## config.mk

```make
export PLATFORM = sky130hd
export DESIGN_NAME = bipf_top
export DESIGN_NICKNAME = d
export VERILOG_FILES = /design/src/shared/bipf_pkg.sv /design/src/shared/bipf_div_if.sv /design/src/rtl/bipf_top.sv /design/src/rtl/bipf_div.sv
export SDC_FILE = /design/constraint.sdc
export NUM_CORES = 2
export LEC_CHECK = 0
export BUFFER_PORTS_ARGS = -buffer_cell sky130_fd_sc_hd__buf_2
export CAP_MARGIN = 20
export CORE_ASPECT_RATIO = 0.75
export CORE_MARGIN = 3
export CORE_UTILIZATION = 40
export DETAILED_ROUTE_END_ITERATION = 8
export HOLD_SLACK_MARGIN = 0.05
export PLACE_DENSITY = 0.52
export SYNTH_ARGS = -nofsm -noshare
export SYNTH_HDL_FRONTEND = slang
export SYNTH_HIERARCHICAL = 1
export SYNTH_SLANG_ARGS = --single-unit
```

## constraint.sdc

```tcl
create_clock -name pclk -period 27.4 [get_ports pclk]
set_clock_uncertainty 0.2 [all_clocks]
set_input_delay 2.74 -clock pclk [delete_from_list [all_inputs] [get_ports pclk]]
set_output_delay 2.74 -clock pclk [all_outputs]
set_load 0.01 [all_outputs]
```

## src/shared/bipf_pkg.sv

```systemverilog
// package: constants, register map and types of the binary input channel
//
// Overview of operation
// - enable bit switches the input channel on or off; on after reset
// - mode bit selects static level or pulse-frequency input; static after reset
// - static mode flags active when pin equals selected level; high by default
// - pulse-frequency mode turns the measured pulse rate into a process value
// - maximum frequency settable 100.00 to 1000.00 Hz, default 1000.00 Hz
// - rates above the maximum frequency are not registered, clipped to maximum
// - result reported as frequency, parameter or flow rate; frequency by default
// - zero frequency maps to lower range value, -2000.00 to 0.00, default 0.00
// - maximum frequency maps to upper range value, 0.00 to 10000.00
// - moving average over damping time 0 to 60 s; zero means none
package bipf_pkg;
    // apb map, byte addresses
    localparam int ADDR_W = 8;
    localparam logic [ADDR_W-1:0] OFS_CTRL = 8'h00;
    localparam logic [ADDR_W-1:0] OFS_FMAX = 8'h04;
    localparam logic [ADDR_W-1:0] OFS_LRV = 8'h08;
    localparam logic [ADDR_W-1:0] OFS_URV = 8'h0C;
    localparam logic [ADDR_W-1:0] OFS_DAMP = 8'h10;
    localparam logic [ADDR_W-1:0] OFS_STAT = 8'h14;
    localparam logic [ADDR_W-1:0] OFS_FREQ = 8'h18;
    localparam logic [ADDR_W-1:0] OFS_VALUE = 8'h1C;
    localparam logic [ADDR_W-1:0] ADDR_NONE = 8'hFF;
    // control field positions
    localparam int CTRL_EN_BIT = 0;
    localparam int CTRL_MODE_BIT = 1;
    localparam int CTRL_LVL_BIT = 2;
    localparam int CTRL_VAR_LSB = 4;
    localparam int STAT_ACT_BIT = 0;
    localparam int STAT_OVR_BIT = 1;
    // reset values
    localparam logic EN_RST = 1'b1;
    localparam logic MODE_RST = 1'b0;
    localparam logic LVL_RST = 1'b1;
    localparam logic [1:0] VAR_RST = 2'h0;
    localparam logic [16:0] FMAX_RST = 17'h186A0;
    localparam logic signed [31:0] LRV_RST = 32'h00000000;
    localparam logic signed [31:0] URV_RST = 32'h00000000;
    localparam logic [5:0] DAMP_RST = 6'h00;
    // variable codes
    localparam logic [1:0] VAR_FREQ = 2'h0;
    localparam logic [1:0] VAR_PARAM = 2'h1;
    localparam logic [1:0] VAR_FLOW = 2'h2;
    // setting limits, values in hundredths, damping in whole seconds
    localparam logic signed [31:0] FMAX_MIN = 32'h00002710;
    localparam logic signed [31:0] FMAX_MAX = 32'h000186A0;
    localparam logic signed [31:0] LRV_MIN = 32'hFFFCF2C0;
    localparam logic signed [31:0] LRV_MAX = 32'h00000000;
    localparam logic signed [31:0] URV_MIN = 32'h00000000;
    localparam logic signed [31:0] URV_MAX = 32'h000F4240;
    localparam logic signed [31:0] DAMP_MIN = 32'h00000000;
    localparam logic signed [31:0] DAMP_MAX = 32'h0000003C;
    // timing
    localparam int CLK_FREQ_HZ = 200_000_000;
    localparam int GATE_TIME_MS = 1000;
    localparam int GATE_CYCLES = CLK_FREQ_HZ / 1000 * GATE_TIME_MS;
    localparam int HZ_SCALE = 100;
    localparam int DIV_W = 48;
    localparam int SUM_W = 40;
    typedef enum logic [1:0] {ST_IDLE, ST_SCALE, ST_PUSH, ST_AVG} bipf_state_t;
endpackage

```

## src/shared/bipf_div_if.sv

```systemverilog
// interface: request and answer between the channel and its divider
interface bipf_div_if;
    import bipf_pkg::*;
    logic start;
    logic signed [DIV_W-1:0] dividend;
    logic [DIV_W-1:0] divisor;
    logic done;
    logic signed [DIV_W-1:0] quotient;
    modport req (output start, dividend, divisor, input done, quotient);
    modport div (input start, dividend, divisor, output done, quotient);
endinterface

```

## src/rtl/bipf_top.sv

```systemverilog
// module: binary input channel, static level or pulse-frequency measurement
//
// The register addresses and the APB slave port were chosen for this implementation.
module bipf_top #(
    parameter int GATE_CYCLES = bipf_pkg::GATE_CYCLES,
    parameter int HIST_DEPTH = 64
) (
    // clock and reset
    input wire logic pclk,
    input wire logic presetn,
    // apb slave
    input wire logic psel,
    input wire logic penable,
    input wire logic pwrite,
    input wire logic [bipf_pkg::ADDR_W-1:0] paddr,
    input wire logic [31:0] pwdata,
    output logic [31:0] prdata,
    output logic pready,
    output logic pslverr,
    // binary input pin
    input wire logic bin_in,
    // channel results
    output logic input_active,
    output logic signed [31:0] proc_value,
    output logic value_update
);
    import bipf_pkg::*;

    localparam int PTR_W = $clog2(HIST_DEPTH);

    ////////////////////////////////////////////////////////////////////////
    // helpers

    // maps an address onto a register offset, or the unmapped marker
    function automatic logic [ADDR_W-1:0] dec_addr(input logic [ADDR_W-1:0] a);
        dec_addr = (a[1:0] == 2'h0 && a <= OFS_VALUE) ? a : ADDR_NONE;
    endfunction

    // keeps a written setting inside its legal range
    function automatic logic signed [31:0] clamp(input logic signed [31:0] v,
                                                 input logic signed [31:0] lo,
                                                 input logic signed [31:0] hi);
        clamp = (v < lo) ? lo : ((v > hi) ? hi : v);
    endfunction

    ////////////////////////////////////////////////////////////////////////
    // declarations

    logic en_ff;
    logic mode_ff;
    logic lvl_ff;
    logic [1:0] var_ff;
    logic [16:0] fmax_ff;
    logic signed [31:0] lrv_ff;
    logic signed [31:0] urv_ff;
    logic [5:0] damp_ff;
    logic pready_ff;
    logic pslverr_ff;
    logic [31:0] prdata_ff;
    logic [31:0] rd_data;
    logic setup;
    logic wr_acc;
    logic damp_wr;
    logic pulse_on;
    logic pin_q_ff;
    logic [31:0] gate_cnt_ff;
    logic gate_end;
    logic [15:0] edge_cnt_ff;
    logic [22:0] hz100;
    logic over;
    logic [16:0] freq_now;
    logic [16:0] freq_ff;
    logic over_ff;
    logic use_scale;
    bipf_state_t st_ff;
    logic div_start_ff;
    logic signed [DIV_W-1:0] dividend_ff;
    logic [DIV_W-1:0] divisor_ff;
    logic signed [31:0] raw_ff;
    logic active_ff;
    logic signed [31:0] value_ff;
    logic update_ff;
    logic signed [31:0] span;
    logic signed [31:0] hist_ff [HIST_DEPTH];
    logic [PTR_W-1:0] wp_ff;
    logic [6:0] fill_ff;
    logic signed [SUM_W-1:0] sum_ff;
    logic [6:0] navg;
    logic drop;
    logic signed [31:0] oldest;
    logic signed [SUM_W-1:0] nxt_sum;
    logic [6:0] nxt_fill;
    logic push;

    bipf_div_if dv ();

    bipf_div u_div (
        .pclk(pclk),
        .presetn(presetn),
        .dv(dv.div)
    );

    ////////////////////////////////////////////////////////////////////////
    // apb slave

    assign setup = psel && !penable;
    assign wr_acc = psel && penable && pready_ff && pwrite;
    assign damp_wr = wr_acc && (dec_addr(paddr) == OFS_DAMP);

    // settings; out-of-range values are clipped rather than refused
    always_ff @(posedge pclk or negedge presetn) begin
        if (!presetn) begin
            en_ff <= EN_RST;
            mode_ff <= MODE_RST;
            lvl_ff <= LVL_RST;
            var_ff <= VAR_RST;
            fmax_ff <= FMAX_RST;
            lrv_ff <= LRV_RST;
            urv_ff <= URV_RST;
            damp_ff <= DAMP_RST;
        end else if (wr_acc) begin
            unique case (dec_addr(paddr))
                OFS_CTRL: begin
                    en_ff <= pwdata[CTRL_EN_BIT];
                    mode_ff <= pwdata[CTRL_MODE_BIT];
                    lvl_ff <= pwdata[CTRL_LVL_BIT];
                    var_ff <= pwdata[CTRL_VAR_LSB+:2];
                end
                OFS_FMAX: fmax_ff <= 17'(clamp(pwdata, FMAX_MIN, FMAX_MAX));
                OFS_LRV: lrv_ff <= clamp(pwdata, LRV_MIN, LRV_MAX);
                OFS_URV: urv_ff <= clamp(pwdata, URV_MIN, URV_MAX);
                OFS_DAMP: damp_ff <= 6'(clamp(pwdata, DAMP_MIN, DAMP_MAX));
                default: ;
            endcase
        end
    end

    // read multiplexer; reserved bits read zero
    always_comb begin
        rd_data = 32'h00000000;
        unique case (dec_addr(paddr))
            OFS_CTRL: begin
                rd_data[CTRL_EN_BIT] = en_ff;
                rd_data[CTRL_MODE_BIT] = mode_ff;
                rd_data[CTRL_LVL_BIT] = lvl_ff;
                rd_data[CTRL_VAR_LSB+:2] = var_ff;
            end
            OFS_FMAX: rd_data = 32'(fmax_ff);
            OFS_LRV: rd_data = lrv_ff;
            OFS_URV: rd_data = urv_ff;
            OFS_DAMP: rd_data = 32'(damp_ff);
            OFS_STAT: begin
                rd_data[STAT_ACT_BIT] = active_ff;
                rd_data[STAT_OVR_BIT] = over_ff;
            end
            OFS_FREQ: rd_data = 32'(freq_ff);
            OFS_VALUE: rd_data = value_ff;
            default: ;
        endcase
    end

    // zero-wait answer: data and ready are registered in the setup cycle
    always_ff @(posedge pclk or negedge presetn) begin
        if (!presetn) begin
            pready_ff <= 1'b0;
            pslverr_ff <= 1'b0;
            prdata_ff <= 32'h00000000;
        end else begin
            pready_ff <= setup;
            pslverr_ff <= setup && (dec_addr(paddr) == ADDR_NONE);
            if (setup && !pwrite) begin
                prdata_ff <= rd_data;
            end
        end
    end

    ////////////////////////////////////////////////////////////////////////
    // static level input

    // active flag only in static mode with the channel switched on
    always_ff @(posedge pclk or negedge presetn) begin
        if (!presetn) begin
            active_ff <= 1'b0;
        end else begin
            active_ff <= en_ff && !mode_ff && (bin_in == lvl_ff);
        end
    end

    ////////////////////////////////////////////////////////////////////////
    // pulse counting over a one-second gate

    assign pulse_on = en_ff && mode_ff;
    assign gate_end = (gate_cnt_ff == 32'(GATE_CYCLES - 1));

    // gate timer restarts whenever the measurement is switched off
    always_ff @(posedge pclk or negedge presetn) begin
        if (!presetn) begin
            gate_cnt_ff <= 32'h00000000;
        end else if (!pulse_on || gate_end) begin
            gate_cnt_ff <= 32'h00000000;
        end else begin
            gate_cnt_ff <= gate_cnt_ff + 32'h00000001;
        end
    end

    // rising edges; an edge in the gate's last cycle is dropped, one count at most
    always_ff @(posedge pclk or negedge presetn) begin
        if (!presetn) begin
            pin_q_ff <= 1'b0;
            edge_cnt_ff <= 16'h0000;
        end else begin
            pin_q_ff <= bin_in;
            if (!pulse_on || gate_end) begin
                edge_cnt_ff <= 16'h0000;
            end else if (bin_in && !pin_q_ff && edge_cnt_ff != 16'hFFFF) begin
                edge_cnt_ff <= edge_cnt_ff + 16'h0001;
            end
        end
    end

    // gate of one second gives whole hertz, kept in hundredths
    assign hz100 = 23'(edge_cnt_ff) * 23'(HZ_SCALE);
    assign over = hz100 > 23'(fmax_ff);
    assign freq_now = over ? fmax_ff : hz100[16:0];

    always_ff @(posedge pclk or negedge presetn) begin
        if (!presetn) begin
            freq_ff <= 17'h00000;
            over_ff <= 1'b0;
        end else if (!pulse_on) begin
            freq_ff <= 17'h00000;
            over_ff <= 1'b0;
        end else if (gate_end) begin
            freq_ff <= freq_now;
            over_ff <= over;
        end
    end

    ////////////////////////////////////////////////////////////////////////
    // scaling and averaging sequencer

    assign use_scale = (var_ff == VAR_PARAM) || (var_ff == VAR_FLOW);
    assign span = urv_ff - lrv_ff;
    assign push = (st_ff == ST_PUSH);

    // one divider serves both scaling and averaging, traded for latency
    always_ff @(posedge pclk or negedge presetn) begin
        if (!presetn) begin
            st_ff <= ST_IDLE;
            div_start_ff <= 1'b0;
            dividend_ff <= '0;
            divisor_ff <= '0;
            raw_ff <= 32'h00000000;
            value_ff <= 32'h00000000;
            update_ff <= 1'b0;
        end else begin
            div_start_ff <= 1'b0;
            update_ff <= 1'b0;
            if (!pulse_on) begin
                st_ff <= ST_IDLE;
                value_ff <= 32'h00000000;
            end else begin
                unique case (st_ff)
                    ST_IDLE: begin
                        if (gate_end && use_scale) begin
                            // value = lrv + span * f / fmax, exact span at f = fmax
                            dividend_ff <= signed'(DIV_W'(span)) * signed'(DIV_W'(freq_now));
                            divisor_ff <= DIV_W'(fmax_ff);
                            div_start_ff <= 1'b1;
                            st_ff <= ST_SCALE;
                        end else if (gate_end) begin
                            raw_ff <= 32'(freq_now);
                            st_ff <= ST_PUSH;
                        end
                    end
                    ST_SCALE: begin
                        if (dv.done) begin
                            raw_ff <= lrv_ff + signed'(dv.quotient[31:0]);
                            st_ff <= ST_PUSH;
                        end
                    end
                    ST_PUSH: begin
                        if (nxt_fill > 7'h01) begin
                            dividend_ff <= DIV_W'(nxt_sum);
                            divisor_ff <= DIV_W'(nxt_fill);
                            div_start_ff <= 1'b1;
                            st_ff <= ST_AVG;
                        end else begin
                            value_ff <= raw_ff;
                            update_ff <= 1'b1;
                            st_ff <= ST_IDLE;
                        end
                    end
                    ST_AVG: begin
                        if (dv.done) begin
                            value_ff <= signed'(dv.quotient[31:0]);
                            update_ff <= 1'b1;
                            st_ff <= ST_IDLE;
                        end
                    end
                endcase
            end
        end
    end

    assign dv.start = div_start_ff;
    assign dv.dividend = dividend_ff;
    assign dv.divisor = divisor_ff;

    ////////////////////////////////////////////////////////////////////////
    // moving-average window, one sample per gate second

    // damping of 0 or 1 s holds a single sample, so no smoothing
    assign navg = (damp_ff <= 6'h01) ? 7'h01 : 7'(damp_ff);
    assign drop = (fill_ff >= navg);
    assign oldest = hist_ff[wp_ff - PTR_W'(navg)];
    assign nxt_sum = sum_ff + SUM_W'(raw_ff) - (drop ? SUM_W'(oldest) : SUM_W'(0));
    assign nxt_fill = drop ? fill_ff : fill_ff + 7'h01;

    // sample storage needs no reset: the fill count guards every read
    always_ff @(posedge pclk) begin
        if (push) begin
            hist_ff[wp_ff] <= raw_ff;
        end
    end

    // a new damping time restarts the window instead of mixing lengths
    always_ff @(posedge pclk or negedge presetn) begin
        if (!presetn) begin
            wp_ff <= '0;
            fill_ff <= 7'h00;
            sum_ff <= '0;
        end else if (damp_wr || !pulse_on) begin
            wp_ff <= '0;
            fill_ff <= 7'h00;
            sum_ff <= '0;
        end else if (push) begin
            wp_ff <= wp_ff + PTR_W'(1);
            fill_ff <= nxt_fill;
            sum_ff <= nxt_sum;
        end
    end

    ////////////////////////////////////////////////////////////////////////
    // outputs

    assign prdata = prdata_ff;
    assign pready = pready_ff;
    assign pslverr = pslverr_ff;
    assign input_active = active_ff;
    assign proc_value = value_ff;
    assign value_update = update_ff;
endmodule // bipf_top

```

## src/rtl/bipf_div.sv

```systemverilog
// module: sequential signed divider, one quotient bit per clock
module bipf_div (
    // clock and reset
    input wire logic pclk,
    input wire logic presetn,
    // division request
    bipf_div_if.div dv
);
    import bipf_pkg::*;

    logic [DIV_W-1:0] rem_ff;
    logic [DIV_W-1:0] quo_ff;
    logic [DIV_W-1:0] den_ff;
    logic [6:0] cnt_ff;
    logic neg_ff;
    logic busy_ff;
    logic done_ff;
    logic [DIV_W:0] trial;

    // remainder stays below divisor, so the top bit is a clean borrow
    assign trial = {rem_ff, quo_ff[DIV_W-1]} - {1'b0, den_ff};

    // restoring division on magnitudes; sign put back at the end
    always_ff @(posedge pclk or negedge presetn) begin
        if (!presetn) begin
            rem_ff <= '0;
            quo_ff <= '0;
            den_ff <= '0;
            cnt_ff <= '0;
            neg_ff <= 1'b0;
            busy_ff <= 1'b0;
            done_ff <= 1'b0;
        end else if (dv.start && !busy_ff) begin
            rem_ff <= '0;
            quo_ff <= dv.dividend[DIV_W-1] ? DIV_W'(-dv.dividend) : dv.dividend;
            den_ff <= dv.divisor;
            neg_ff <= dv.dividend[DIV_W-1];
            cnt_ff <= 7'(DIV_W);
            busy_ff <= 1'b1;
            done_ff <= 1'b0;
        end else if (busy_ff) begin
            if (!trial[DIV_W]) begin
                rem_ff <= trial[DIV_W-1:0];
                quo_ff <= {quo_ff[DIV_W-2:0], 1'b1};
            end else begin
                rem_ff <= {rem_ff[DIV_W-2:0], quo_ff[DIV_W-1]};
                quo_ff <= {quo_ff[DIV_W-2:0], 1'b0};
            end
            cnt_ff <= cnt_ff - 7'h01;
            if (cnt_ff == 7'h01) begin
                busy_ff <= 1'b0;
                done_ff <= 1'b1;
            end
        end else begin
            done_ff <= 1'b0;
        end
    end

    assign dv.done = done_ff;
    assign dv.quotient = neg_ff ? DIV_W'(-quo_ff) : quo_ff;
endmodule // bipf_div

```

==> out/metrics.yaml <==
worst_setup_path:
  path_max_fanout: 39
  critPathRequiredTime_ns: 27.94
  start_kind: "register"
  critPathKind: "register to register"
  crit_path_end_kind: "register"
  crit_path_max_incr_delay_ns: 0.69
  reg2reg_depth: 43
  cp_slowest_cell: "nor3_1"
  r2r-start: "edge_cnt_ff[2]"
  rr_endpoint: "dividend_ff[47]"
  cp.arrival_ns: 13.48
  r2r_setup_slack_ns: 14.46
  crit_top_cell: "fa_1"
synth:
  syn_area_um2: 133000
  syn_area_per_cell_um2: 13.9
  ys.warnings.count: 6
  synthCells: 9591
min_path:
  hold_depth: 1
  worstHoldStart: "u_div/quo_ff[44]"
  hold_path_end: "u_div/quo_ff[45]"
  hold_path_class: "register to register"
grt:
  grt-ovfl-total: 0
  antenna_found_initial: 18
  grt_max_degree: 124
  track_usage: 0.230
  grt_pass1_wl_um: 577000
  grt_pass1_vias: 81900
sta:
  finalMaxSlewViolations: 0
  setup_violations: 0
  setup-tns-final_ns: 0
  finalCriticalPeriod_ns: 12.94
  fmax_mhz: 77.3
  worst_pin_slew_ns: 1.34
  hold_violations: 0
  period_share: 0.472
  hold_slack_ns: 0.275
  rsz0062_at_grt: "no"
  max_slew_margin: 0.0843
die:
  start_util: 0.404
  boundaryPins: 114
  die_w_um: 673
  die_area_um2: 341000
  core-area_um2: 330000
  die_h_um: 506
  rows: 182
clock_tree:
  post_cts_buffers: 0
  cts_tree: "done"
  cts_buffer_depth: 4
  cts_sinks: 2581
  cts-hold-fix-buffers: 0
  worstSkewPairLatency_ns: 0.88
  cts_root_buffer: "clkbuf_16"
  cts_resized: 0
  ctsHtreeMaxLevel: 5
  path_clk_slew_ns: 0.06
  cts_buffers: 273
routing:
  wirelength_um: 394000
  first_pass_iters: 6
  drtAntennaViolNets: 0
  first_iter_violations: 9472
  post_drt_wl_per_cell_um: 27.3
  vias: 82000
  drc: 0
  viasPerCell: 5.69
pwr:
  total_power_w: 0.00803
  p_leak_nw: 50.2
  cellPowerDensity_nw_per_um2: 53.8
  vdd_ir_drop_max_uv: 42.0
layout:
  drive_gt1_frac: 0.161
  final_core_util: 0.452
  area_delta_synth_final_pct: 11.9
  final_common_cell: "edfxtp_1"
  fin_nets: 10800
  layout_common_cells: "2,048 x edfxtp_1, 990 x inv_1, 792 x nand2_1, 642 x mux4_2, 607 x nor2_1"
run:
  drv_cap: 0
placed_design:
  place_congestion: 0.930
  port-buffer-count: 113
  dp_hpwl_um: 254000
status:
  status: "finished, final reports clean"
-- layout make-up --
| cell class | count | area (um2) |
|---|---|---|
| fillers | 29300 | 181000 |
| flip-flops and latches | 2581 | 74900 |
| multi-input cells | 5575 | 53800 |
| clock buffers | 344 | 7350 |
| well taps | 4416 | 5530 |
| inverters | 991 | 3720 |
| repair buffers | 368 | 2610 |
| clock inverters | 132 | 1330 |
| diodes | 10 | 25.0 |
-- sequential cells by signal (all words and copies together), names as in the netlist, 32 cells and up --
signal and cells:
dividend_ff 48, gate_cnt_ff 32, hist_ff 2048, lrv_ff 32, prdata 32, proc_value 32, raw_ff 32, sum_ff 40
u_div/den_ff 48, u_div/quo_ff 48, u_div/rem_ff 48
-- worst max-delay path, delay by kind of cell, from the launching register on --
family | cells | cell delay (ns)
buffers and inverters | 6 | 1.25
multiplexers | 1 | 0.32
AO/OA/AOI/OAI | 13 | 2.74
AND/OR/NAND/NOR | 9 | 2.05
flip-flops | 1 | 0.58
adder cells (fa/ha/maj) | 12 | 5.11
XOR/XNOR | 2 | 0.51
-- stage by stage --
| stage | area (um2) | setup slack, ns | cells |
|---|---|---|---|
| detailed placement | 140000 | 14.59 | 13900 |
| CTS | 149000 | 14.48 | 14400 |
| global route | 149000 | 13.75 | 14400 |
| finish | 149000 | 14.46 | 14400 |
| floorplan | 134000 | 16.48 | 9621 |
| global placement | 140000 | 14.61 | 13900 |
-- where the power goes --
| group | total (W) | internal (W) | switching, W |
|---|---|---|---|
| Sequential | 0.00419 | 0.00418 | 0.00000286 |
| Combinational | 0.000170 | 0.0000593 | 0.000111 |
| Clock | 0.00367 | 0.00211 | 0.00156 |
-- per-layer routing --
| metal | GRT usage | up-vias | part of all wire |
|---|---|---|---|
| met5 | 0 | - | 0.000063 |
| met4 | 0.0668 | 4 | 0.031 |
| met3 | 0.0492 | 536 | 0.084 |
| met2 | 0.329 | 3141 | 0.43 |
| met1 | 0.352 | 43100 | 0.46 |
| li1 | - | 35300 | - |
-- worst max path at each step --
| stage | slack [ns] | from | end |
|---|---|---|---|
| 2_1_floorplan | 16.48 | edge_cnt_ff[2] | dividend_ff[46] |
| 3_3_place_gp | 14.61 | edge_cnt_ff[2] | dividend_ff[47] |
| 3_5_place_dp | 14.59 | edge_cnt_ff[2] | dividend_ff[47] |
| 4_1_cts | 14.48 | edge_cnt_ff[2] | dividend_ff[47] |
| 5_1_grt | 13.75 | edge_cnt_ff[2] | dividend_ff[47] |
| 6_report | 14.46 | edge_cnt_ff[2] | dividend_ff[47] |
Power figures use the tool's default switching activity.
